===== src/hpe_pkg.sv =====
// hpe_pkg: constants, field layout and carrier types of the host port event status block
package hpe_pkg;

  // ****************************************************************
  // register indices (byte address is four times the index)
  // ****************************************************************
  localparam logic [31:0] HPE_IDX_ST0 = 32'h000F0442; // port0_event_status
  localparam logic [31:0] HPE_IDX_ST1 = 32'h000F0444; // port1_event_status
  localparam logic [31:0] HPE_IDX_EN0 = 32'h00000100; // port 0 interrupt enables
  localparam logic [31:0] HPE_IDX_EN1 = 32'h00000101; // port 1 interrupt enables
  localparam logic [31:0] HPE_IDX_CTRL = 32'h00000102; // mode, clock and port activity
  localparam logic [31:0] HPE_IDX_SYS = 32'h00000103; // port1_system_status, read only

  // ****************************************************************
  // status field positions and masks
  // ****************************************************************
  localparam int HPE_B_OVC = 15;
  localparam int HPE_B_BUS_CHANGE_FLAG = 14;
  localparam int HPE_B_DISCONNECT_FLAG = 12;
  localparam int HPE_B_ATTACH_FLAG = 11;
  localparam int HPE_B_EOF = 6;
  localparam int HPE_B_SIGN = 5;
  localparam int HPE_B_SETUP_ACK_FLAG = 4;
  localparam int HPE_B_PD = 0;
  localparam logic [15:0] HPE_MASK0 = 16'hD871;
  localparam logic [15:0] HPE_MASK1 = 16'hD841;
  localparam logic [15:0] HPE_HOSTONLY = 16'h7FFF; // everything but overcurrent
  localparam logic [15:0] HPE_ST_RESET = 16'h0000;
  localparam logic [15:0] HPE_EN_RESET = 16'h0000;

  // ****************************************************************
  // control and system status fields
  // ****************************************************************
  localparam int HPE_C_HOST = 0;
  localparam int HPE_C_CLKEN = 1;
  localparam int HPE_C_ACT0 = 2;
  localparam int HPE_S_PDLVL = 0;
  localparam int HPE_S_LS0 = 2;
  localparam int HPE_S_LS1 = 4;

  // ****************************************************************
  // line states and timing
  // ****************************************************************
  localparam logic [1:0] HPE_LS_SE0 = 2'h0;
  localparam logic [1:0] HPE_LS_J = 2'h1;
  localparam logic [1:0] HPE_LS_K = 2'h2;
  localparam logic [1:0] HPE_LS_SE1 = 2'h3;
  localparam real HPE_CLK_MHZ = 200.0;
  localparam real HPE_ATTACH_TIME_US = 2.5;
  localparam real HPE_DISC_TIME_US = 2.0;
  localparam int HPE_ATTACH_CYC = int'($ceil(HPE_ATTACH_TIME_US * HPE_CLK_MHZ));
  localparam int HPE_DISC_CYC = int'($ceil(HPE_DISC_TIME_US * HPE_CLK_MHZ));
  localparam int HPE_CNT_W = 10;
  localparam logic [1:0] HPE_SETUP_LAST = 2'h2; // third failure in a row

  // ****************************************************************
  // carrier types
  // ****************************************************************
  typedef enum logic [2:0] {
    HPE_RESP_ACK = 3'h0,
    HPE_RESP_NONE = 3'h1,
    HPE_RESP_BADACK = 3'h2,
    HPE_RESP_NAK = 3'h3,
    HPE_RESP_NYET = 3'h4,
    HPE_RESP_STALL = 3'h5
  } hpe_setup_resp_t;

  typedef struct packed {
    logic valid;
    hpe_setup_resp_t resp;
  } hpe_setup_evt_t;

  typedef struct packed {
    logic psel;
    logic penable;
    logic pwrite;
    logic [31:0] paddr;
    logic [31:0] pwdata;
  } hpe_apb_req_t;

  typedef struct packed {
    logic pready;
    logic pslverr;
    logic [31:0] prdata;
  } hpe_apb_rsp_t;

  function automatic logic hpe_hit(input logic [31:0] paddr, input logic [31:0] idx);
    hpe_hit = (paddr == {idx[29:0], 2'b00});
  endfunction : hpe_hit

endpackage : hpe_pkg


===== src/hpe_top.sv =====
// hpe_top: event detection and status latching for both host ports, APB register slave
//
// Added by the designer: the APB register port.
`timescale 1ns/1ps
module hpe_top (
  input wire logic clk_i,
  input wire logic sys_rst_i,
  input wire hpe_pkg::hpe_apb_req_t apb_req_i,
  output hpe_pkg::hpe_apb_rsp_t apb_rsp_o,
  input wire hpe_pkg::hpe_setup_evt_t setup_evt_i,
  input wire logic [1:0] eof2_point_i,
  input wire logic [1:0] trans_busy_i,
  input wire logic [1:0] port0_line_state_i,
  input wire logic [1:0] port1_line_state_i,
  input wire logic port0_overcurrent_in_i,
  input wire logic port1_overcurrent_in_i,
  input wire logic portable_detect_in_i,
  output logic [1:0] irq_o,
  output logic [1:0] port_active_o,
  output logic [1:0] port_idle_o
);

  // counter width from the package, named locally so casts stay short
  localparam int HPE_CNT_W = hpe_pkg::HPE_CNT_W;

  // ****************************************************************
  // state
  // ****************************************************************
  logic [15:0] st_q [2];
  logic [15:0] st_d [2];
  logic [15:0] en_q [2];
  logic [15:0] en_d [2];
  logic [1:0] ls_q [2];
  logic [1:0] ls_d [2];
  logic [HPE_CNT_W-1:0] att_cnt_q [2];
  logic [HPE_CNT_W-1:0] att_cnt_d [2];
  logic [HPE_CNT_W-1:0] disc_cnt_q [2];
  logic [HPE_CNT_W-1:0] disc_cnt_d [2];
  logic [1:0] att_arm_q;
  logic [1:0] att_arm_d;
  logic [1:0] oc_q;
  logic [1:0] oc_d;
  logic [1:0] act_q;
  logic [1:0] act_d;
  logic [1:0] irq_q;
  logic [1:0] irq_d;
  logic [1:0] idle_q;
  logic [1:0] idle_d;
  logic [1:0] setup_cnt_q;
  logic [1:0] setup_cnt_d;
  logic pd_q;
  logic pd_d;
  logic host_q;
  logic host_d;
  logic clken_q;
  logic clken_d;
  logic pready_q;
  logic pready_d;
  logic pslverr_q;
  logic pslverr_d;
  logic [31:0] prdata_q;
  logic [31:0] prdata_d;

  // per-port views and event vectors
  logic [1:0] ls_cur [2];
  logic [1:0] oc_cur;
  logic [15:0] ev [2];
  logic [15:0] mask [2];
  logic setup_fail;
  logic wr_fire;
  logic [1:0] clr_sel;

  assign ls_cur[0] = port0_line_state_i;
  assign ls_cur[1] = port1_line_state_i;
  assign oc_cur = {port1_overcurrent_in_i, port0_overcurrent_in_i};
  assign mask[0] = hpe_pkg::HPE_MASK0;
  assign mask[1] = hpe_pkg::HPE_MASK1;
  // write is taken only at the edge where the master sees pready high
  assign wr_fire = apb_req_i.psel & apb_req_i.penable & apb_req_i.pwrite & pready_q;
  assign clr_sel[0] = wr_fire & hpe_pkg::hpe_hit(apb_req_i.paddr, hpe_pkg::HPE_IDX_ST0);
  assign clr_sel[1] = wr_fire & hpe_pkg::hpe_hit(apb_req_i.paddr, hpe_pkg::HPE_IDX_ST1);
  assign setup_fail = setup_evt_i.valid & (setup_evt_i.resp != hpe_pkg::HPE_RESP_ACK);

  // ****************************************************************
  // event detection, both ports
  // ****************************************************************
  // attach, disconnect, eof, setup and pd need host mode and the clock; overcurrent and bus change run free
  always_comb
  begin
    ls_d = ls_cur;
    oc_d = oc_cur;
    pd_d = portable_detect_in_i;
    att_cnt_d = att_cnt_q;
    att_arm_d = att_arm_q;
    disc_cnt_d = disc_cnt_q;
    setup_cnt_d = setup_cnt_q;
    for (int p = 0; p < 2; p++)
    begin
      ev[p] = 16'h0000;
      // overcurrent and bus change survive a stopped clock
      ev[p][hpe_pkg::HPE_B_OVC] = oc_cur[p] ^ oc_q[p];
      ev[p][hpe_pkg::HPE_B_BUS_CHANGE_FLAG] = (ls_cur[p] != ls_q[p]) &&
        (ls_cur[p] != hpe_pkg::HPE_LS_SE1) && (ls_q[p] != hpe_pkg::HPE_LS_SE1);
      if (host_q && clken_q)
      begin
        // attach: entry into j or k, then held for the full time
        if (ls_cur[p] != ls_q[p])
        begin
          att_arm_d[p] = (ls_cur[p] == hpe_pkg::HPE_LS_J) || (ls_cur[p] == hpe_pkg::HPE_LS_K);
          att_cnt_d[p] = '0;
        end
        else if (att_arm_q[p])
        begin
          if (att_cnt_q[p] == HPE_CNT_W'(hpe_pkg::HPE_ATTACH_CYC - 1))
          begin
            ev[p][hpe_pkg::HPE_B_ATTACH_FLAG] = 1'b1;
            att_arm_d[p] = 1'b0;
          end
          else
          begin
            att_cnt_d[p] = att_cnt_q[p] + HPE_CNT_W'(1);
          end
        end
        // disconnect: se0 held on an active port
        if (act_q[p] && (ls_cur[p] == hpe_pkg::HPE_LS_SE0))
        begin
          if (disc_cnt_q[p] == HPE_CNT_W'(hpe_pkg::HPE_DISC_CYC - 1))
          begin
            ev[p][hpe_pkg::HPE_B_DISCONNECT_FLAG] = 1'b1;
            disc_cnt_d[p] = '0;
          end
          else
          begin
            disc_cnt_d[p] = disc_cnt_q[p] + HPE_CNT_W'(1);
          end
        end
        else
        begin
          disc_cnt_d[p] = '0;
        end
        ev[p][hpe_pkg::HPE_B_EOF] = eof2_point_i[p] & trans_busy_i[p] & act_q[p];
      end
    end
    // setup transactions and portable detect belong to port 0 only
    if (host_q && clken_q)
    begin
      ev[0][hpe_pkg::HPE_B_PD] = portable_detect_in_i ^ pd_q;
      if (setup_evt_i.valid && !setup_fail)
      begin
        ev[0][hpe_pkg::HPE_B_SETUP_ACK_FLAG] = 1'b1;
        setup_cnt_d = 2'h0;
      end
      else if (setup_fail)
      begin
        if (setup_cnt_q == hpe_pkg::HPE_SETUP_LAST)
        begin
          ev[0][hpe_pkg::HPE_B_SIGN] = 1'b1;
          setup_cnt_d = 2'h0;
        end
        else
        begin
          setup_cnt_d = setup_cnt_q + 2'h1;
        end
      end
    end
  end

  always_ff @(posedge clk_i)
  begin
    if (sys_rst_i)
    begin
      ls_q <= '{default: hpe_pkg::HPE_LS_SE0};
      oc_q <= 2'h0;
      pd_q <= 1'b0;
      att_cnt_q <= '{default: '0};
      att_arm_q <= 2'h0;
      disc_cnt_q <= '{default: '0};
      setup_cnt_q <= 2'h0;
    end
    else
    begin
      ls_q <= ls_d;
      oc_q <= oc_d;
      pd_q <= pd_d;
      att_cnt_q <= att_cnt_d;
      att_arm_q <= att_arm_d;
      disc_cnt_q <= disc_cnt_d;
      setup_cnt_q <= setup_cnt_d;
    end
  end

  // ****************************************************************
  // status flags, enables, control, interrupts
  // ****************************************************************
  // write-zero-to-clear; a new event in the same cycle keeps the flag
  always_comb
  begin
    host_d = host_q;
    clken_d = clken_q;
    act_d = act_q;
    en_d = en_q;
    if (wr_fire && hpe_pkg::hpe_hit(apb_req_i.paddr, hpe_pkg::HPE_IDX_CTRL))
    begin
      host_d = apb_req_i.pwdata[hpe_pkg::HPE_C_HOST];
      clken_d = apb_req_i.pwdata[hpe_pkg::HPE_C_CLKEN];
      act_d = apb_req_i.pwdata[hpe_pkg::HPE_C_ACT0 +: 2];
    end
    if (wr_fire && hpe_pkg::hpe_hit(apb_req_i.paddr, hpe_pkg::HPE_IDX_EN0))
    begin
      en_d[0] = apb_req_i.pwdata[15:0] & hpe_pkg::HPE_MASK0;
    end
    if (wr_fire && hpe_pkg::hpe_hit(apb_req_i.paddr, hpe_pkg::HPE_IDX_EN1))
    begin
      en_d[1] = apb_req_i.pwdata[15:0] & hpe_pkg::HPE_MASK1;
    end
    for (int p = 0; p < 2; p++)
    begin
      st_d[p] = st_q[p];
      if (clr_sel[p])
      begin
        st_d[p] = st_q[p] & apb_req_i.pwdata[15:0];
      end
      st_d[p] = (st_d[p] | ev[p]) & mask[p];
      // hardware idles the port whatever the enable says
      idle_d[p] = ev[p][hpe_pkg::HPE_B_EOF] | ev[p][hpe_pkg::HPE_B_DISCONNECT_FLAG];
      if (idle_d[p])
      begin
        act_d[p] = 1'b0;
      end
      irq_d[p] = |(st_q[p] & en_q[p]);
    end
  end

  always_ff @(posedge clk_i)
  begin
    if (sys_rst_i)
    begin
      st_q <= '{default: hpe_pkg::HPE_ST_RESET};
      en_q <= '{default: hpe_pkg::HPE_EN_RESET};
      host_q <= 1'b0;
      clken_q <= 1'b0;
      act_q <= 2'h0;
      idle_q <= 2'h0;
      irq_q <= 2'h0;
    end
    else
    begin
      st_q <= st_d;
      en_q <= en_d;
      host_q <= host_d;
      clken_q <= clken_d;
      act_q <= act_d;
      idle_q <= idle_d;
      irq_q <= irq_d;
    end
  end

  // ****************************************************************
  // apb slave: one wait state, registered answer
  // ****************************************************************
  // function mode hides the host-only flags rather than showing stale ones
  always_comb
  begin
    pready_d = apb_req_i.psel & apb_req_i.penable & ~pready_q;
    pslverr_d = 1'b0;
    prdata_d = 32'h00000000;
    if (pready_d && !apb_req_i.pwrite)
    begin
      if (hpe_pkg::hpe_hit(apb_req_i.paddr, hpe_pkg::HPE_IDX_ST0))
      begin
        prdata_d[15:0] = st_q[0] & (host_q ? 16'hFFFF : ~hpe_pkg::HPE_HOSTONLY);
      end
      else if (hpe_pkg::hpe_hit(apb_req_i.paddr, hpe_pkg::HPE_IDX_ST1))
      begin
        prdata_d[15:0] = st_q[1] & (host_q ? 16'hFFFF : ~hpe_pkg::HPE_HOSTONLY);
      end
      else if (hpe_pkg::hpe_hit(apb_req_i.paddr, hpe_pkg::HPE_IDX_EN0))
      begin
        prdata_d[15:0] = en_q[0];
      end
      else if (hpe_pkg::hpe_hit(apb_req_i.paddr, hpe_pkg::HPE_IDX_EN1))
      begin
        prdata_d[15:0] = en_q[1];
      end
      else if (hpe_pkg::hpe_hit(apb_req_i.paddr, hpe_pkg::HPE_IDX_CTRL))
      begin
        prdata_d[hpe_pkg::HPE_C_HOST] = host_q;
        prdata_d[hpe_pkg::HPE_C_CLKEN] = clken_q;
        prdata_d[hpe_pkg::HPE_C_ACT0 +: 2] = act_q;
      end
      else if (hpe_pkg::hpe_hit(apb_req_i.paddr, hpe_pkg::HPE_IDX_SYS))
      begin
        prdata_d[hpe_pkg::HPE_S_PDLVL] = pd_q;
        prdata_d[hpe_pkg::HPE_S_LS0 +: 2] = ls_q[0];
        prdata_d[hpe_pkg::HPE_S_LS1 +: 2] = ls_q[1];
      end
      else
      begin
        pslverr_d = 1'b1;
      end
    end
    else if (pready_d)
    begin
      // writes are checked against the same map
      pslverr_d = !(hpe_pkg::hpe_hit(apb_req_i.paddr, hpe_pkg::HPE_IDX_ST0) ||
        hpe_pkg::hpe_hit(apb_req_i.paddr, hpe_pkg::HPE_IDX_ST1) ||
        hpe_pkg::hpe_hit(apb_req_i.paddr, hpe_pkg::HPE_IDX_EN0) ||
        hpe_pkg::hpe_hit(apb_req_i.paddr, hpe_pkg::HPE_IDX_EN1) ||
        hpe_pkg::hpe_hit(apb_req_i.paddr, hpe_pkg::HPE_IDX_CTRL) ||
        hpe_pkg::hpe_hit(apb_req_i.paddr, hpe_pkg::HPE_IDX_SYS));
    end
  end

  always_ff @(posedge clk_i)
  begin
    if (sys_rst_i)
    begin
      pready_q <= 1'b0;
      pslverr_q <= 1'b0;
      prdata_q <= 32'h00000000;
    end
    else
    begin
      pready_q <= pready_d;
      pslverr_q <= pslverr_d;
      prdata_q <= prdata_d;
    end
  end

  // outputs straight from flops
  assign apb_rsp_o.pready = pready_q;
  assign apb_rsp_o.pslverr = pslverr_q;
  assign apb_rsp_o.prdata = prdata_q;
  assign irq_o = irq_q;
  assign port_active_o = act_q;
  assign port_idle_o = idle_q;
endmodule : hpe_top


===== config.mk =====
export PLATFORM = sky130hd
export DESIGN_NAME = hpe_top
export DESIGN_NICKNAME = d
export VERILOG_FILES = /design/src/hpe_pkg.sv /design/src/hpe_top.sv
export SDC_FILE = /design/constraint.sdc
export NUM_CORES = 1
export LEC_CHECK = 0
export ABC_AREA = 1
export BUFFER_PORTS_ARGS = -buffer_cell sky130_fd_sc_hd__buf_2
export CAP_MARGIN = 20
export CELL_PAD_IN_SITES_DETAIL_PLACEMENT = 1
export CELL_PAD_IN_SITES_GLOBAL_PLACEMENT = 1
export CORE_UTILIZATION = 38
export CTS_BUF_LIST = sky130_fd_sc_hd__clkbuf_4 sky130_fd_sc_hd__clkbuf_8 sky130_fd_sc_hd__clkbuf_16
export CTS_CLUSTER_SIZE = 20
export DETAILED_ROUTE_END_ITERATION = 10
export HOLD_SLACK_MARGIN = 0.03
export PLACE_DENSITY = 0.85
export SLEW_MARGIN = 10
export SYNTH_ARGS = -nofsm -noshare
export SYNTH_HDL_FRONTEND = slang
export SYNTH_SLANG_ARGS = --single-unit

===== constraint.sdc =====
create_clock -name clk_i -period 2 [get_ports clk_i]
set_clock_uncertainty 0.2 [all_clocks]
set_input_delay 0.3 -clock clk_i [delete_from_list [all_inputs] [get_ports clk_i]]
set_output_delay 0.3 -clock clk_i [all_outputs]
set_load 0.02 [all_outputs]

## Word-level counts from Yosys, hierarchy flattened

Index checks and enable logic that the tools add are counted.

| storage, ports and cells | value |
|---|---|
| logic and storage cells | 177 |
| memories kept | 0 |
| bits in writable memories | 0 |
| output and inout port bits | 40 |
| latch bits | 0 |
| register bits | 139 |
| bits in read-only memories | 0 |

| operators by class | value |
|---|---|
| magnitude comparators | 0 |
| multipliers | 0 |
| divide/modulo/power cells | 0 |
| reduce and logical (&&, ||, !) cells | 36 |
| muxes and demuxes | 61 |
| bitwise gates (word level) | 26 |
| equality and inequality tests | 23 |
| shift operators | 0 |
| $add $sub $neg | 5 |

Operator list:

| cell | number |
|---|---|
| $eq A32 B11 Y1 const B | 4 |
| $mux W10 | 11 |
| $and A16 B16 Y16 | 6 |
| $mux W16 | 5 |
| $eq A32 B22 Y1 const B | 2 |
| $add A10 B1 Y10 const B | 4 |
| $eq A10 B9 Y1 const B | 4 |
| $mux W1 | 34 |
| $or A16 B16 Y16 | 2 |
| $reduce_or A16 Y1 | 2 |
| $mux W2 | 8 |
| $mux W15 | 1 |
| $logic_and A1 B1 Y1 | 12 |
| $ne A2 B2 Y1 const B | 6 |
| $and A1 B1 Y1 | 11 |
| $logic_or A1 B1 Y1 | 7 |
| $eq A2 B2 Y1 const B | 3 |
| $mux W6 | 1 |
| $reduce_and A3 Y1 | 2 |
| $reduce_bool A2 Y1 | 3 |
| $reduce_or A2 Y1 | 3 |
| $eq A2 B1 Y1 const B | 2 |
| $logic_not A2 Y1 | 2 |
| $mux W4 | 1 |
| other kinds (8) | 15 |

## Logic depth before layout (Yosys ltp)

| depth | value |
|---|---|
| depth after elaboration | 9 |
| mapped depth | 11 |
| gate-level depth less buffers | 10 |

## Least setup slack after synthesis

No wires, ideal clock.

| path | value |
|---|---|
| path kind | reg2reg |
| from | register att_cnt_q[10] (netlist name) |
| to | register att_cnt_q[13] (netlist name) |
| period minus slack after synthesis | 1797 ps |
| data arrival time | 1481 ps |
| data required time | 1685 ps |
| slack | 203 ps |
| stages on the path, launching flop included | 10 |
| buffers on the path | 1 |
| path through | dfxtp_1 > ha_1 > inv_1 > nor3_1 > nand3_1 > o21ai_0 > nand2_1 > buf_4 > a21oi_1 > nor3_1 |

| on the way | value |
|---|---|
| cells in the longest elaborated chain, start to end | 4 |
| elaborated cells on any way between the ends | 7 |
| classes of those cells | add/sub: 1; eq/ne: 2; mux: 3; reduce/logical: 1 |

Ends and longest elaborated chain:

| element | line | RTL |
|---|---|---|
| start, declared | hpe_top.sv:35 | `logic [HPE_CNT_W-1:0] att_cnt_q [2];` |
| start signal, assigned | hpe_top.sv:185 | `att_cnt_q <= att_cnt_d;` |
| $add A10 B1 Y10 | hpe_top.sv:121 | `att_cnt_d[p] = att_cnt_q[p] + HPE_CNT_W'(1);` |
| $mux W10 | hpe_top.sv:114 | `if (att_cnt_q[p] == HPE_CNT_W'(hpe_pkg::HPE_ATTACH_CYC - 1))` |
| $mux W10 | hpe_top.sv:112 | `else if (att_arm_q[p])` |
| $mux W10 | hpe_top.sv:107 | `if (ls_cur[p] != ls_q[p])` |

Parallel ways exist; a longest one is shown, timed or not. The select of a mux whose other input is x is not followed.
A chain may end at the register's enable or synchronous reset.

## Worst setup path in the final report

| path | value |
|---|---|
| from | register disc_cnt_q[0] (netlist name) |
| to | register idle_q[1] (netlist: port_idle_o[1]) |

| on the way | value |
|---|---|
| cells in the longest elaborated chain, start to end | 5 |

Ends and longest elaborated chain:

| element | line | RTL |
|---|---|---|
| start, declared | hpe_top.sv:37 | `logic [HPE_CNT_W-1:0] disc_cnt_q [2];` |
| start signal, assigned | hpe_top.sv:187 | `disc_cnt_q <= disc_cnt_d;` |
| $eq A10 B9 Y1 | hpe_top.sv:127 | `if (disc_cnt_q[p] == HPE_CNT_W'(hpe_pkg::HPE_DISC_CYC - 1))` |
| $mux W1 | hpe_top.sv:127 |  |
| $mux W1 | hpe_top.sv:125 | `if (act_q[p] && (ls_cur[p] == hpe_pkg::HPE_LS_SE0))` |
| $mux W2 | hpe_top.sv:104 | `if (host_q && clken_q)` |
| $or A1 B1 Y1 | hpe_top.sv:225 | `idle_d[p] = ev[p][hpe_pkg::HPE_B_EOF] \| ev[p][hpe_pkg::HPE_B_DISCONNECT_FLAG];` |
| end signal, assigned | hpe_top.sv:253 | `idle_q <= idle_d;` |
| end, declared | hpe_top.sv:47 | `logic [1:0] idle_q;` |

No other way between the ends.

==> key figures <==
Yosys
  – Yosys Warn Count: 0
  – Most common flop cell mapped by yosys: dfxtp_1
  – Cells after Synth: 772
  – Dominant cell type by area after synthesis: dfxtp_1
  – Distinct cells, synth: 41
  – Share of the synthesized area in the top cell type: 37.8%
  – Mapped Avg Cell Area: 6.86 sq um
  – Register area share after synthesis: 37.8%
  – Most common cell in the netlist: nand2_1
  – Most frequent cells after synthesis: nand2_1, dfxtp_1, inv_1
  – Async set or reset register ratio after synthesis: 0%
  – Area contributors post-synth: dfxtp_1, nand2_1, inv_1, a21oi_1, nor2_1
  – Mapped cell area: 5290 sq um
  – Synth Register Bits: 100
  – Number of synthesized flops with an enable pin: 0

Clocking
  – Worst-path clk slew: 70 ps
  – H-tree depth: 3
  – CTS tree: done
  – CTS Buffer Depth: 2
  – Clk sink count: 100
  – CTS buffer count: 9
  – Clk root buf: clkbuf_16
  – Worst-skew pair later-pin latency: 360 ps

Global route
  – Largest net degree at the start of global routing: 29
  – GRT Resource Usage Total: 23.5%
  – Grt ovf: 0
  – First-pass GRT wire length: 26500 um
  – Initial antenna violation count: 0
  – Vias in the first global route: 5429

STA
  – Final min period: 1910 ps
  – Unrepaired setup endpoints after global routing: true
  – Final Hold Vio Count: 0
  – Hold slack: 26.1 ps
  – F_max: 524 MHz
  – Setup violators final: 0
  – Fin. max-slew vios: 0
  – Final period utilization: 95.5%

Floorplanning
  – Number of placement rows: 42
  – Initial core utilization: 39.5%
  – Die Span Y: 120 um
  – I/O pin cnt: 124
  – Die width: 120 um
  – Die Area: 14400 sq um
  – Core ar.: 13400 sq um

Worst hold path
  – Hold Crit Class: primary input to flop
  – Hold wc startpoint: port0_line_state_i[0]

Setup path
  – CP required: 2080 ps
  – Crit path from: disc_cnt_q[0]
  – R2r startpoint: disc_cnt_q[0]
  – Critical path peak fanout: 4
  – CP arrival: 1990 ps
  – Critical path class: flop to flop
  – Critical Path Start Type: flop
  – Critical Path Sink Type: flop

Drt
  – WL/cell: 15.2 um
  – Vias per cell: 5.04
  – DRT Wirelength: 16300 um
  – Detailed Route Iter0 Violations: 236
  – Vias: 5391
  – Drt pass-1 iters: 4
  – Number of remaining DRC errors: 0
  – ANT nets after route: 0

Final layout
  – Fillcell total: 1792
  – Nets: 980
  – Share of cells above drive strength 1: 18.8%
  – Area grow syn2layout: 22.0%
  – # diodes: 0
  – Final core occ: 48.2%

Power and ir drop
  – Net Switching: 1.03 mW
  – Clk network pwr share: 43.7%
  – Flop pwr share: 48.6%
  – Sw Ratio: 24.8%
  – Power density cells: 644 nW/um^2
  – Leak Pwr: 2.93 nW
  – Pint: 3.13 mW
  – Comb power frac: 7.6%
  – Max VDD drop: 0.416 mV

Placed design
  – RD Place Congestion: 0.862
  – Count of buffers from port buffering: 81
  – Detailed Place HPWL: 12400 um

Run status
  – Status: finished clean

Job
  – Max-cap violation count: 0
## layout make-up
cell class              count  area (sq um)  area share [%]
well taps                 176           220            3.41
inverters                 102           385            5.97
clock inverters             5          60.1           0.930
repair buffers            123           782            12.1
clock buffers              11           240            3.72
flip-flops and latches    100          2000            31.0
multi-input cells         552          2770            42.9
## cells by family after synthesis
family / synth area share, %
and+or+nand+nor: 32.5
AOI/OAI and AO/OA: 13.1
DFF: 37.8
adders and majority gates: 1.89
buffers and inverters: 12.1
other: 0.0708
xor gates and xnor gates: 2.48
## registers in the layout, summed over array words and instances, names as in the netlist, 4 cells and up
register	flops
att_cnt_q	20
en_q	14
ls_q	4
prdata_q	11
st_q	14
disc_cnt_q	20
## worst max-delay path, cell delays in order, from the launching register on
cell	delay, ps
dfxtp_1	390
ha_1	210
nand3_1	150
nor3_2	310
buf_4	160
nand4_1	160
a21oi_1	240
## power by group through the flow
| stage | clock [mW] | combinational, mW | sequential, mW |
|---|---|---|---|
| after global placement | 0 | 0.289 | 2.07 |
| final | 1.82 | 0.317 | 2.02 |
| after CTS | 1.84 | 0.311 | 2.02 |
| after floorplan | 0 | 0.191 | 2.06 |
| after global routing | 1.93 | 0.349 | 2.02 |
| after detailed placement | 0 | 0.297 | 2.07 |
## layer usage
metal | up-vias | GRT usage [%] | share of wire [%] | routed length [um]
met2 | 137 | 39.2 | 48 | 7740
met5 | - | 0 | 0 | 0
li1 | 2691 | - | - | -
met1 | 2526 | 29.4 | 45 | 7270
met4 | 0 | 11.9 | 3.2 | 514
met3 | 37 | 3.37 | 4.5 | 737
## timing repair
item,in CTS,in global routing
hold buffers,8,0
gates resized for setup,0,14
hold endpoints to repair,8,0
endpoints found under the setup margin,0,24
setup buffers,0,1
## worst paths after layout
path,end,slack [ps],depth (start not counted)
worst min-delay path,ls_q[2],30,3
worst min register to register,att_arm_q[0],290,2
worst max register to register,port_idle_o[1],90,6
worst max-delay path,port_idle_o[1],90,6
## per-stage QoR
| step | cells | setup TNS (ps) | power [mW] | setup slack [ps] | instance area (sq um) |
|---|---|---|---|---|---|
| after detailed placement | 1044 | -769 | 2.37 | -158 | 6020 |
| after floorplan | 792 | 0 | 2.25 | 203 | 5370 |
| final | 1069 | 0 | 4.16 | 90.2 | 6460 |
| after global routing | 1069 | -309 | 4.30 | -66.1 | 6460 |
| after global placement | 1044 | 0 | 2.36 | 40.8 | 6020 |
| after CTS | 1068 | 0 | 4.18 | 10.6 | 6400 |
## layout by cell type (no fill, tap or decap), drive strengths merged, types with 2 or more instances in the layout
cell type	count
nand2	170
buf	115
inv	104
dfxtp	100
nor2	96
a21oi	67
nand3	59
o21ai	49
nor3	27
conb	21
nand4	21
clkbuf	11
xor2	10
ha	8
dlygate4sd3	8
xnor2	5
nand3b	3
o211ai	3
a22o	3
a221oi	3
or2	2
Power figures use the tool's default switching activity.
